## src/design/ubs_map.svh

```systemverilog
// Bit positions, command codes, reset values and timing counts of the serial UART core
`ifndef UBS_MAP_SVH
`define UBS_MAP_SVH

// Command codes in the two top bits of each 16-bit host word
`define UBS_CMD_WCFG 2'h3
`define UBS_CMD_RCFG 2'h1
`define UBS_CMD_WDAT 2'h2
`define UBS_CMD_RDAT 2'h0

// Host frame length and word bit positions
`define UBS_FRAME_BITS 5'h10
`define UBS_POS_R 15
`define UBS_POS_T 14
`define UBS_POS_TX_INHIBIT 10
`define UBS_POS_RTS 9
`define UBS_POS_TX_EXTRA 8
`define UBS_POS_RAFE 10
`define UBS_POS_CTS 9
`define UBS_POS_RX_EXTRA 8

// Reset values
`define UBS_RST_TX_EMPTY 1'h1
`define UBS_RST_RTS_N 1'h1
`define UBS_RST_LINE 1'h1

// Timing
`define UBS_CLK_HZ 50000000
`define UBS_WAKE_MS 50
`define UBS_WAKE_CYC ((`UBS_CLK_HZ / 1000) * `UBS_WAKE_MS)
`define UBS_BIT_BASE_CYC 20'h00010

`endif

```

## src/design/ubs_pkg.sv

```systemverilog
// Types shared by the serial UART core and its receive store
package ubs_pkg;

  typedef struct packed {
    logic fifo_dis;
    logic hardware_shutdown_pin;
    logic tm;
    logic rm;
    logic pm;
    logic ram;
    logic ir;
    logic st;
    logic pe;
    logic len7;
    logic [3:0] baud;
  } ubs_cfg_t;

  typedef struct packed {
    logic extra;
    logic [7:0] data;
  } ubs_word_t;

  typedef struct packed {
    logic sclk;
    logic cs_n;
    logic din;
  } ubs_spi_t;

  typedef struct packed {
    logic en;
    logic [2:0] addr;
    ubs_word_t word;
  } ubs_wr_t;

  typedef enum logic [3:0] {
    UBS_RX_IDLE = 4'h1,
    UBS_RX_START = 4'h2,
    UBS_RX_DATA = 4'h4,
    UBS_RX_STOP = 4'h8
  } ubs_rx_st_t;

  typedef enum logic [1:0] {
    UBS_TX_IDLE = 2'h1,
    UBS_TX_SEND = 2'h2
  } ubs_tx_st_t;

  typedef struct packed {
    logic [7:0][8:0] mem;
    ubs_word_t rd;
  } ubs_mem_state_t;

  typedef struct packed {
    ubs_spi_t spi_m;
    ubs_spi_t spi_s;
    ubs_spi_t spi_p;
    logic rx_m;
    logic rx_s;
    logic rx_p;
    logic cts_m;
    logic cts_s;
    logic hw_m;
    logic hw_s;
    logic [15:0] sh_in;
    logic [15:0] out_w;
    logic [4:0] nbit;
    logic [1:0] cmd;
    ubs_cfg_t cfg;
    ubs_cfg_t pend;
    logic pend_v;
    logic shut_p;
    logic [21:0] wake;
    logic osc;
    logic rts_n;
    logic t;
    ubs_word_t tbuf;
    ubs_tx_st_t tst;
    logic [11:0] tsh;
    logic [3:0] tcnt;
    logic [19:0] ttmr;
    logic txo;
    ubs_rx_st_t rst;
    logic [8:0] rsh;
    logic [3:0] rcnt;
    logic [19:0] rtmr;
    logic rafe;
    logic [3:0] wp;
    logic [3:0] rp;
    logic dout;
    logic irq_n;
    logic hardware_shutdown_pin_rb;
  } ubs_state_t;

endpackage : ubs_pkg

```

## src/design/ubs_rx_mem.sv

```systemverilog
// Eight-entry receive store with registered read data
`timescale 1ns/10ps
module ubs_rx_mem (
  input wire logic clk_i,
  input wire logic arst_n_i,
  input wire logic ce_i,
  input wire ubs_pkg::ubs_wr_t wr_i,
  input wire logic [2:0] rd_addr_i,
  output ubs_pkg::ubs_word_t rd_data_o
);
  import ubs_pkg::*;

  ubs_mem_state_t s_q;
  ubs_mem_state_t s_d;

  always_comb begin
    s_d = s_q;
    if (wr_i.en) begin
      s_d.mem[wr_i.addr] = wr_i.word;
    end
    s_d.rd = ubs_word_t'(s_q.mem[rd_addr_i]);
  end

  always_ff @(posedge clk_i or negedge arst_n_i) begin
    if (!arst_n_i) begin
      s_q <= '0;
    end else if (ce_i) begin
      s_q <= s_d;
    end
  end

  assign rd_data_o = s_q.rd;

endmodule : ubs_rx_mem

```

## src/design/ubs_uart_core.sv

```systemverilog
// Serial-host UART core: shutdown, stop select, transmit empty flag, inhibit and interrupt mask
// Summary of operation
// - One flag: activity in shutdown, framing otherwise
// - Shutdown: any receive line edge sets activity
// - Zero at first stop bit sets framing error
// - Next good character clears framing error
// - Data read keeps it; configuration write clears it
// - Framing error sends receiver back to idle
// - Shutdown request applied once transmitter empties after deselect, oscillator stops
// - Shutdown entry clears flags, data and receive store
// - Handshake bits untouched by shutdown entry or exit
// - Exit shutdown; oscillator restarts after wake delay
// - Configuration write shutdown readback set only after transmitter empties
// - Hardware shutdown pin sets readback immediately
// - Stop select chooses one or two stop bits
// - Receiver checks only one stop bit
// - Configuration readback returns stop select
// - Transmit empty flag high when buffer free
// - Inhibit set: data write updates handshake only
// - Interrupt low when mask and empty flag set
// - Configuration readback returns transmit empty mask
// - Masks act at 16th edge, others after transmission
`timescale 1ns/10ps
`include "ubs_map.svh"
module ubs_uart_core #(
  parameter int unsigned WAKE_CYC = `UBS_WAKE_CYC
) (
  input wire logic sys_clk_i,
  input wire logic arst_n_i,
  input wire logic ce_i,
  input wire ubs_pkg::ubs_spi_t spi_i,
  output logic dout_o,
  input wire logic rx_i,
  output logic tx_o,
  input wire logic cts_n_i,
  output logic rts_n_o,
  input wire logic hw_hardware_shutdown_pin_n_i,
  output logic irq_n_o,
  output logic osc_run_o,
  output logic hardware_shutdown_pin_rb_o
);
  import ubs_pkg::*;

  ubs_state_t s_q;
  ubs_state_t s_d;
  ubs_wr_t wr;
  ubs_word_t rd_data;
  ubs_word_t rxw;
  logic shut;
  logic sck_rise;
  logic sck_fall;
  logic cs_fall;
  logic cs_rise;
  logic r_flag;
  logic push;
  logic pop;
  logic clr;
  logic tx_idle;
  logic [3:0] cnt;
  logic [15:0] word_in;
  logic [19:0] bit_cyc;

  ubs_rx_mem u_rx_mem (
    .clk_i(sys_clk_i),
    .arst_n_i(arst_n_i),
    .ce_i(ce_i),
    .wr_i(wr),
    .rd_addr_i(s_q.rp[2:0]),
    .rd_data_o(rd_data)
  );

  always_comb begin
    s_d = s_q;
    push = 1'b0;
    pop = 1'b0;
    clr = 1'b0;
    wr = '0;
    word_in = {s_q.sh_in[14:0], s_q.spi_s.din};
    cnt = s_q.wp - s_q.rp;
    r_flag = (cnt != 4'h0);
    shut = s_q.cfg.hardware_shutdown_pin | ~s_q.hw_s;
    bit_cyc = `UBS_BIT_BASE_CYC << s_q.cfg.baud;
    cs_fall = s_q.spi_p.cs_n & ~s_q.spi_s.cs_n;
    cs_rise = ~s_q.spi_p.cs_n & s_q.spi_s.cs_n;
    sck_rise = ~s_q.spi_s.cs_n & ~s_q.spi_p.sclk & s_q.spi_s.sclk;
    sck_fall = ~s_q.spi_s.cs_n & s_q.spi_p.sclk & ~s_q.spi_s.sclk;
    if (s_q.cfg.pe) begin
      rxw = {s_q.rsh[8], s_q.rsh[7:0]};
    end else begin
      rxw = {1'b0, s_q.rsh[8:1]};
    end
    if (s_q.cfg.len7) begin
      rxw.data[7] = 1'b0;
    end

    // Input synchronisers
    s_d.spi_m = spi_i;
    s_d.spi_s = s_q.spi_m;
    s_d.spi_p = s_q.spi_s;
    s_d.rx_m = rx_i;
    s_d.rx_s = s_q.rx_m;
    s_d.rx_p = s_q.rx_s;
    s_d.cts_m = cts_n_i;
    s_d.cts_s = s_q.cts_m;
    s_d.hw_m = hw_hardware_shutdown_pin_n_i;
    s_d.hw_s = s_q.hw_m;

    // Host port framing
    if (cs_fall) begin
      s_d.nbit = 5'h00;
      s_d.out_w = {r_flag, s_q.t, 14'h0000};
      s_d.dout = r_flag;
    end
    if (sck_rise && s_q.nbit < `UBS_FRAME_BITS) begin
      s_d.sh_in = word_in;
      s_d.nbit = 5'(s_q.nbit + 5'h01);
      if (s_q.nbit == 5'h01) begin
        s_d.cmd = word_in[1:0];
        if (word_in[1:0] == `UBS_CMD_RCFG) begin
          s_d.out_w[13:0] = {s_q.cfg.fifo_dis, s_q.hardware_shutdown_pin_rb, s_q.cfg[11:0]};
        end else begin
          s_d.out_w[13:0] = {3'h0, s_q.rafe, ~s_q.cts_s, rd_data.extra & r_flag, rd_data.data & {8{r_flag}}};
        end
      end
      if (s_q.nbit == 5'h0F) begin
        if (s_q.cmd == `UBS_CMD_WCFG) begin
          s_d.cfg.tm = word_in[11];
          s_d.cfg.rm = word_in[10];
          s_d.cfg.pm = word_in[9];
          s_d.cfg.ram = word_in[8];
        end else if (s_q.cmd != `UBS_CMD_RCFG) begin
          pop = r_flag;
        end
      end
    end
    if (sck_fall && s_q.nbit < `UBS_FRAME_BITS) begin
      s_d.dout = s_q.out_w[~s_q.nbit[3:0]];
    end

    // Commands act when the host deselects
    if (cs_rise && s_q.nbit == `UBS_FRAME_BITS) begin
      if (s_q.cmd == `UBS_CMD_WCFG) begin
        s_d.pend = ubs_cfg_t'(s_q.sh_in[13:0]);
        s_d.pend_v = 1'b1;
        s_d.rafe = 1'b0;
        clr = 1'b1;
      end else if (s_q.cmd == `UBS_CMD_WDAT) begin
        s_d.rts_n = ~s_q.sh_in[`UBS_POS_RTS];
        if (!s_q.sh_in[`UBS_POS_TX_INHIBIT] && !shut) begin
          s_d.tbuf = {s_q.sh_in[`UBS_POS_TX_EXTRA], s_q.sh_in[7:0]};
          s_d.t = 1'b0;
        end
      end
    end

    // Pending configuration waits for the transmitter to finish
    tx_idle = (s_q.tst == UBS_TX_IDLE) && (s_q.t || shut);
    if (s_d.pend_v && tx_idle) begin
      s_d.cfg = {s_d.pend.fifo_dis, s_d.pend.hardware_shutdown_pin, s_d.cfg[11:8], s_d.pend[7:0]};
      s_d.pend_v = 1'b0;
    end

    // Shutdown entry, exit and oscillator control
    s_d.shut_p = shut;
    s_d.hardware_shutdown_pin_rb = shut;
    if (shut && !s_q.shut_p) begin
      s_d.rafe = 1'b0;
      s_d.t = 1'b0;
      s_d.tbuf = '0;
      s_d.rsh = '0;
      s_d.rst = UBS_RX_IDLE;
      s_d.tst = UBS_TX_IDLE;
      s_d.txo = `UBS_RST_LINE;
      clr = 1'b1;
    end
    if (!shut && s_q.shut_p) begin
      s_d.wake = 22'(WAKE_CYC);
      s_d.t = `UBS_RST_TX_EMPTY;
    end else if (s_q.wake != 22'h000000) begin
      s_d.wake = 22'(s_q.wake - 22'h000001);
    end
    s_d.osc = !shut && (s_d.wake == 22'h000000);

    // Receiver
    if (s_q.osc && !shut) begin
      case (s_q.rst)
        UBS_RX_IDLE: begin
          if (!s_q.rx_s) begin
            s_d.rst = UBS_RX_START;
            s_d.rtmr = bit_cyc >> 1;
          end
        end
        UBS_RX_START: begin
          if (s_q.rtmr != 20'h00000) begin
            s_d.rtmr = 20'(s_q.rtmr - 20'h00001);
          end else if (!s_q.rx_s) begin
            s_d.rst = UBS_RX_DATA;
            s_d.rtmr = 20'(bit_cyc - 20'h00001);
            s_d.rcnt = 4'(4'h8 + {3'h0, s_q.cfg.pe} - {3'h0, s_q.cfg.len7});
            s_d.rsh = '0;
          end else begin
            s_d.rst = UBS_RX_IDLE;
          end
        end
        UBS_RX_DATA: begin
          if (s_q.rtmr != 20'h00000) begin
            s_d.rtmr = 20'(s_q.rtmr - 20'h00001);
          end else begin
            s_d.rsh = {s_q.rx_s, s_q.rsh[8:1]};
            s_d.rcnt = 4'(s_q.rcnt - 4'h1);
            s_d.rtmr = 20'(bit_cyc - 20'h00001);
            if (s_q.rcnt == 4'h1) begin
              s_d.rst = UBS_RX_STOP;
            end
          end
        end
        UBS_RX_STOP: begin
          if (s_q.rtmr != 20'h00000) begin
            s_d.rtmr = 20'(s_q.rtmr - 20'h00001);
          end else begin
            s_d.rst = UBS_RX_IDLE;
            if (!s_q.rx_s) begin
              s_d.rafe = 1'b1;
            end else begin
              s_d.rafe = 1'b0;
              push = 1'b1;
            end
          end
        end
        default: begin
          s_d.rst = UBS_RX_IDLE;
        end
      endcase
    end
    if (s_q.cfg.len7 && s_q.cfg.pe) begin
      rxw = {s_q.rsh[8], 1'b0, s_q.rsh[7:1]};
    end else if (s_q.cfg.len7) begin
      rxw = {1'b0, 1'b0, s_q.rsh[8:2]};
    end

    // Receive store pointers
    if (pop) begin
      s_d.rp = 4'(s_q.rp + 4'h1);
    end
    if (push) begin
      if (s_q.cfg.fifo_dis) begin
        wr = {1'b1, s_q.wp[2:0], rxw};
        s_d.rp = s_q.wp;
        s_d.wp = 4'(s_q.wp + 4'h1);
      end else if (cnt != 4'h8) begin
        wr = {1'b1, s_q.wp[2:0], rxw};
        s_d.wp = 4'(s_q.wp + 4'h1);
      end
    end
    if (clr) begin
      wr = '0;
      s_d.wp = 4'h0;
      s_d.rp = 4'h0;
    end

    // Receiver activity in shutdown wins over any clear
    if (shut && (s_q.rx_s != s_q.rx_p)) begin
      s_d.rafe = 1'b1;
    end

    // Transmitter
    if (shut && !s_q.hw_s) begin
      s_d.tst = UBS_TX_IDLE;
      s_d.txo = `UBS_RST_LINE;
    end else begin
      case (s_q.tst)
        UBS_TX_IDLE: begin
          if (!s_q.t && s_q.osc) begin
            if (s_q.cfg.pe) begin
              s_d.tsh = {2'h3, s_q.tbuf.extra, s_q.tbuf.data, 1'b0};
            end else begin
              s_d.tsh = {3'h7, s_q.tbuf.data, 1'b0};
            end
            if (s_q.cfg.len7) begin
              s_d.tsh = {s_d.tsh[10:8], s_d.tsh[8:0]} | 12'h800;
              s_d.tsh[8] = s_q.cfg.pe ? s_q.tbuf.extra : 1'b1;
            end
            s_d.tcnt = 4'(4'hA + {3'h0, s_q.cfg.pe} + {3'h0, s_q.cfg.st} - {3'h0, s_q.cfg.len7});
            s_d.t = 1'b1;
            s_d.ttmr = 20'(bit_cyc - 20'h00001);
            s_d.txo = 1'b0;
            s_d.tst = UBS_TX_SEND;
          end
        end
        UBS_TX_SEND: begin
          if (s_q.ttmr != 20'h00000) begin
            s_d.ttmr = 20'(s_q.ttmr - 20'h00001);
          end else begin
            s_d.tsh = {1'b1, s_q.tsh[11:1]};
            s_d.tcnt = 4'(s_q.tcnt - 4'h1);
            s_d.ttmr = 20'(bit_cyc - 20'h00001);
            s_d.txo = s_q.tsh[1];
            if (s_q.tcnt == 4'h1) begin
              s_d.txo = `UBS_RST_LINE;
              s_d.tst = UBS_TX_IDLE;
            end
          end
        end
        default: begin
          s_d.tst = UBS_TX_IDLE;
        end
      endcase
    end

    // Interrupt output
    s_d.irq_n = ~((s_q.cfg.tm & s_q.t) |
                  (s_q.cfg.rm & r_flag) |
                  (s_q.cfg.pm & rd_data.extra & r_flag) |
                  (s_q.cfg.ram & s_q.rafe));
  end

  always_ff @(posedge sys_clk_i or negedge arst_n_i) begin
    if (!arst_n_i) begin
      s_q <= '0;
      s_q.spi_m.cs_n <= 1'b1;
      s_q.spi_s.cs_n <= 1'b1;
      s_q.spi_p.cs_n <= 1'b1;
      s_q.rx_m <= `UBS_RST_LINE;
      s_q.rx_s <= `UBS_RST_LINE;
      s_q.rx_p <= `UBS_RST_LINE;
      s_q.cts_m <= 1'b1;
      s_q.cts_s <= 1'b1;
      s_q.hw_m <= 1'b1;
      s_q.hw_s <= 1'b1;
      s_q.osc <= 1'b1;
      s_q.rts_n <= `UBS_RST_RTS_N;
      s_q.t <= `UBS_RST_TX_EMPTY;
      s_q.tst <= UBS_TX_IDLE;
      s_q.rst <= UBS_RX_IDLE;
      s_q.txo <= `UBS_RST_LINE;
      s_q.irq_n <= 1'b1;
    end else if (ce_i) begin
      s_q <= s_d;
    end
  end

  assign dout_o = s_q.dout;
  assign tx_o = s_q.txo;
  assign rts_n_o = s_q.rts_n;
  assign irq_n_o = s_q.irq_n;
  assign osc_run_o = s_q.osc;
  assign hardware_shutdown_pin_rb_o = s_q.hardware_shutdown_pin_rb;

endmodule : ubs_uart_core

```

## config.mk

```make
export PLATFORM = sky130hd
export DESIGN_NAME = ubs_uart_core
export DESIGN_NICKNAME = d
export VERILOG_FILES = /design/src/design/ubs_pkg.sv /design/src/design/ubs_rx_mem.sv /design/src/design/ubs_uart_core.sv
export VERILOG_INCLUDE_DIRS = /design/src /design/src/design
export SDC_FILE = /design/constraint.sdc
export NUM_CORES = 1
export LEC_CHECK = 0
export ABC_AREA = 1
export BUFFER_PORTS_ARGS = -buffer_cell sky130_fd_sc_hd__buf_4
export CORE_MARGIN = 3
export CORE_UTILIZATION = 55
export DETAILED_ROUTE_END_ITERATION = 16
export HOLD_SLACK_MARGIN = 0.08
export PLACE_DENSITY = 0.67
export REMOVE_ABC_BUFFERS = 1
export SLEW_MARGIN = 20
export SYNTH_ARGS = -nofsm -noshare
export SYNTH_HDL_FRONTEND = slang
export SYNTH_SLANG_ARGS = --single-unit
```

## constraint.sdc

```tcl
create_clock -name sys_clk_i -period 3.5 [get_ports sys_clk_i]
set_input_delay 0.7 -clock sys_clk_i [delete_from_list [all_inputs] [get_ports sys_clk_i]]
set_output_delay 0.7 -clock sys_clk_i [all_outputs]
set_load 0.05 [all_outputs]
```

# == Word-level counts from Yosys, hierarchy flattened ==
# Index checks and enable logic that the tools add are counted.
# word_totals
input_bits,9
ff_bits,284
# classes
n_bitwise,28
n_mux,91
n_eq_ne,26
n_lt_le_gt_ge,5
add_sub_neg,15
n_shift,1
reduce_logical,51
# op_table
op,count
two-way mux 20 bit,5
one-hot mux 20 bit (4 select lines),1
one-hot mux 37 bit (2 select lines),1
bitwise mux 72 bit,1
subtractor 20 x 1 -> 20 bit (second input constant),3
two-way mux 13 bit,4
two-way mux 10 bit,5
two-way mux 9 bit,5
two-way mux 22 bit,2
two-way mux 14 bit,3
two-way mux 4 bit,10
nonzero test 20 bit,2
two-way mux 39 bit,1
two-way mux 38 bit,1
two-way mux 17 bit,2
two-way mux 33 bit,1
two-way mux 1 bit,30
two-way mux 15 bit,2
binary-select mux 9 bit (select 3 bit),1
demux 9 bit (select 3 bit),1
one-hot mux 13 bit (2 select lines),1
zero test 22 bit,1
nonzero test 22 bit,1
subtractor 22 x 1 -> 22 bit (second input constant),1
other kinds (53),132

# == Depth between registers and ports, before layout ==
# logic_depth
depth_word,13
depth_mapped,15
mapped_depth_nobuf,15

# == By module ==
# Synthesis repeated with hierarchy kept, for this count alone.
# hier_totals
cells_unflattened,2149
hier_area_um2,15924.0
# modules_own_cells
mod,area_per_inst_um2,seq_area_each_um2,n_inst,cells_per_inst
ubs_uart_core,12062.8,4976.0,1,1647
ubs_rx_mem,3861.2,2026.9,1,502

# == Worst setup path before layout ==
# OpenSTA, ideal clock, no wires.
# synth_path
path_type,reg2reg
start,register s_q[5] (netlist bit)
end,register u_rx_mem.s_q[10] (netlist bit)
path_slack_ns,0.870
arrival_ns,2.513
stages_incl_launch_ff,15
cell_sequence,dfrtp_1 clkbuf_1 inv_1 clkbuf_1 ha_1 xor2_1 nor2_1 nand2_1 nor2_1 nor2_8 o211ai_1 buf_2 nand2_2 nand2_1 nand2_1
# synth_via
elab_chain_cells,11
elab_cells_between_ends,13
classes_between,1 x add/sub; 2 x order compare; 1 x eq/ne; 7 x mux; 2 x reduce/logical
# synth_rtl
element,line,text
from (decl),ubs_uart_core.sv:44,ubs_state_t s_q;
subtractor 4 bit (*),ubs_uart_core.sv:79,cnt = s_q.wp - s_q.rp;
!= test 4 bit (*),ubs_uart_core.sv:250,end else if (cnt != 4'h8) begin
two-way mux 13 bit (*),ubs_uart_core.sv:250,
two-way mux 13 bit (*),ubs_uart_core.sv:246,if (s_q.cfg.fifo_dis) begin
two-way mux 13 bit (*),ubs_uart_core.sv:245,if (push) begin
two-way mux 13 bit (*),ubs_uart_core.sv:255,if (clr) begin
< comparator 3 x 4 -> 1 bit (implied by the code) / >= comparator 3 x 1 -> 1 bit (equally long branches),ubs_rx_mem.sv:19,s_d.mem[wr_i.addr] = wr_i.word;
logical AND 1 bit (implied by the code),ubs_rx_mem.sv:19,
two-way mux 9 bit (implied by the code),ubs_rx_mem.sv:19,
demux 9 bit (select 3 bit),-,
bitwise mux 72 bit,ubs_rx_mem.sv:19,
to (signal assigned),ubs_rx_mem.sv:26,s_q <= '0;
to (signal assigned),ubs_rx_mem.sv:28,s_q <= s_d;
to (decl),ubs_rx_mem.sv:13,ubs_mem_state_t s_q;
# Every way passes the cells marked *; elsewhere a longest branch is shown, timed or not.
# A chain may end at the register's enable or synchronous reset.

# == Worst setup path after layout ==
# layout_path
start,register s_q[154] (netlist bit)
end,register u_rx_mem.s_q[24] (netlist bit)
# layout_via
elab_chain_cells,10
elab_cells_between_ends,12
classes_between,2 x order compare; 1 x eq/ne; 6 x mux; 3 x reduce/logical
# layout_rtl
element,line,text
== test 5 bit (no line) (*),-,
logical AND 1 bit (no line) (*),-,
two-way mux 1 bit (*),ubs_uart_core.sv:141,if (cs_rise && s_q.nbit == `UBS_FRAME_BITS) begin
two-way mux 1 bit (*),ubs_uart_core.sv:166,if (shut && !s_q.shut_p) begin
two-way mux 13 bit (*),ubs_uart_core.sv:255,
< comparator 3 x 4 -> 1 bit (implied by the code) / >= comparator 3 x 1 -> 1 bit (equally long branches),ubs_rx_mem.sv:19,
logical AND 1 bit (implied by the code),ubs_rx_mem.sv:19,
two-way mux 9 bit (implied by the code),ubs_rx_mem.sv:19,
demux 9 bit (select 3 bit),-,
bitwise mux 72 bit,ubs_rx_mem.sv:19,
# Marked as above.

==> metrics.txt <==
Critical Path End Type flip-flop; PD cells 562.6 mW/mm2; chip width approximately 180 um; final setup fails 0; largest delay contributor family on the critical path simple AND/OR/NAND/NOR gates; Fin Clk Skew approximately 0.021 ns; CP arrival 3.62 ns; run status finished clean; Area contributors post-synth dfrtp_1, nand2_1, o21ai_0; Least-Margin Pin Slew 0.8401 ns; H-tree level count 1; pin count of the biggest net entering global routing 77; Leak 8.493 nW; Initial Util 56.70%; type of origin of the critical path flip-flop; Tcrit/Tclk final just over 90%; syn_area_per_cell 7.582 um2; Synth Instances 2112; Worst EP required 3.94 ns; share of the synthesized area in the top cell type 40.94%; buffers and inverters on the worst path 3; TritonCTS Buffers 31; final hold vios 0; Root Buffer Master clkbuf_16; CTS Buffer Depth 3; initial DRC count 1339; CP max FO 22; Synth Flop Type dfrtp_1; Worst-path clk slew 0.06 ns; setup bufs post-CTS 0; Synth Register Bits 279; Max Slew Vio Count 0; VDD IR max around 470 uV; ys async rst share 100.0%; Hold Buf Count CTS 0; vias per cell 5.740; worst hold slack about 0.096 ns; Die Y-Extent 176.6 um; total of max-cap violations 0; RSZ-0062 raised after global routing no; biggest area consumer among synthesized cells dfrtp_1; grt total ovfl 0; PostCTS Resize Cnt 0; post-route minimum period 3.172 ns; Area Overhead vs Synth 10.13%; GRT Util Overall 27.81%; max incr delay on CP 0.58 ns; hold crit path type input pin to async pin; nets 2147; clock sinks 279; placed insts about 2500; worst-path cell with the longest stage delay dfrtp_1; TritonCTS clock tree yes; Via Count 14442; critical path's most frequent cell nand2_1; worst skew pair latency 0.57 ns; antenna fix cells 0; initial antenna violation count 0; CP cell instances clkinv_1, ha_1, nand2_1, nor2_1, nand2_1, nor2_1, inv_1, nand2_1, nor2_2, nand3_4, inv_2, nand2_2, nand2_1, nand2_1; drt wl/cell 16.97 um; die area 0.03120 mm2; final setup margin 0.3283 ns; io pins 15; final non-filler cell total 2516; placed wire-length estimate 29920 um; WS Path Type flip-flop to flip-flop; vias in the first global route 13772; Post-synth EDFFs 0; Rel. slew slack 43.74%; drt first pass iters 6; sequential share of the synthesized area 43.73%; share of cells above drive strength 1 8.185%; routed wire length ~43000 um; synth warn 0; CORE AREA around 0.028 mm2; Port Buffers 14; fmax 315.3 MHz; Antenna Nets Post-Route 0; global-route wire length before repair 71200 um; number of core rows around 60; Cell variety after synth 58; Place WS 0.3599 ns; Mapped Area 0.01601 mm2; DRC Markers 0; gpl congestion 0.8953
cell families (layout without fill, tap and decap cells):
group,after synthesis,count (layout),share of synthesized area [%]
AND/OR/NAND/NOR,937,937,25.75
AO/OA/AOI/OAI,496,496,17.45
buffers and inverters,314,340,7.603
flip-flops,279,279,43.73
XOR/XNOR,41,41,2.243
adder cells (fa/ha/maj),25,25,1.953
multiplexers,20,20,1.266
per-stage QoR:
step	power [W]	setup TNS, ns	area, um2	util, %
after detailed placement	0.006478	0	16550	58.60
final	0.009922	0	17640	62.45
after global placement	0.006428	0	16550	58.60
after floorplan	0.005686	-5.386	15680	-
after CTS	0.009962	0	17640	62.45
after global routing	0.01050	0	17640	62.45
final cells by class:
cell class | instances | area (um2)
fill | 2602 | 10600
multi-input combinational | 1519 | 7792
sequential | 279 | 7004
clock buffer | 46 | 922.1
inverter | 235 | 882.1
tap | 378 | 473.0
timing repair buffer | 47 | 397.9
clock inverter | 12 | 163.9
cells in the mapped netlist, types with 18 or more instances:
cell type / number
o21ai_1: 42
o21ai_0: 232
xor2_1: 31
inv_1: 215
dfrtp_1: 262
o211ai_1: 47
ha_1: 25
mux2i_1: 18
nand2_1: 515
a21oi_1: 93
clkbuf_1: 57
nor3_1: 18
nand3_1: 138
nand4_1: 23
nor2_1: 191
where the power goes:
part	switching, W	internal [W]	leakage, nW	total (W)
Sequential	0.000450	0.00371	3.50	0.00416
Combinational	0.00158	0.000730	4.45	0.00231
Clock	0.00135	0.00211	0.542	0.00346
Total	0.00338	0.00654	8.49	0.00992
sequential cells by signal, indices dropped and copies added (netlist names):
name                        count
s_q                           182
u_rx_mem.s_q                   72
s_d                            10
u_rx_mem.rd_data_o              9
dout_o                          1
hardware_shutdown_pin_rb_o      1
irq_n_o                         1
osc_run_o                       1
rts_n_o                         1
tx_o                            1
layout by cell type, fill, tap and decap left out, types with 6 or more instances in the layout:
| cell | Yosys | layout |
|---|---|---|
| o31ai_1 | 10 | 10 |
| mux2i_1 | 18 | 18 |
| a211oi_1 | 11 | 11 |
| nand3b_1 | 6 | 6 |
| o22ai_1 | 15 | 15 |
| nor2_4 | 12 | 12 |
| buf_4 | 4 | 43 |
| ha_1 | 25 | 25 |
| a21oi_1 | 93 | 93 |
| inv_2 | 16 | 17 |
| dfrtp_1 | 262 | 261 |
| nor2_8 | 6 | 6 |
| nand3_1 | 138 | 138 |
| clkinv_2 | 0 | 7 |
| nor2_1 | 191 | 191 |
| a31oi_1 | 11 | 11 |
| a22oi_1 | 11 | 11 |
| o211ai_1 | 47 | 47 |
| xor2_1 | 31 | 31 |
| nor3_1 | 18 | 18 |
| clkbuf_8 | 0 | 9 |
| inv_1 | 215 | 215 |
| nand2_1 | 515 | 515 |
| nand4_1 | 23 | 23 |
| o221ai_1 | 7 | 7 |
| o21ai_1 | 42 | 42 |
| dfstp_2 | 17 | 17 |
| o21ai_0 | 232 | 232 |
| clkbuf_16 | 0 | 31 |
| clkbuf_1 | 57 | 6 |
| xnor2_1 | 10 | 10 |
metal layers:
metal  track usage (%)  part of all wire, %
met1             40.72                   45
met4             7.300                  2.3
met5                 0                    0
met2             44.68                   46
met3             2.724                  6.3
worst register-to-register path, cell delays in order (launching register included):
cell and delay [ns]:
dfrtp_1 0.58, clkinv_1 0.28, ha_1 0.26, nand2_1 0.06, nor2_1 0.04, nand2_1 0.08, nor2_1 0.07, inv_1 0.09
nand2_1 0.11, nor2_2 0.40, nand3_4 0.41, inv_2 0.31, nand2_2 0.16, nand2_1 0.13, nand2_1 0.06
final timing paths:
kind	start	endpoint	depth (start not counted)	slack (ns)
max	s_q[154]	u_rx_mem.s_q[24]	14	0.33
min	arst_n_i	s_q[14]	1	0.1
max reg2reg	s_q[154]	u_rx_mem.s_q[24]	14	0.33
min reg2reg	s_d[193]	s_d[193]	2	0.46
max in group asynchronous	arst_n_i	u_rx_mem.s_q[78]	2	2.52
min in group sys_clk_i	hw_hardware_shutdown_pin_n_i	s_d[191]	3	0.33
Power figures use the tool's default switching activity.
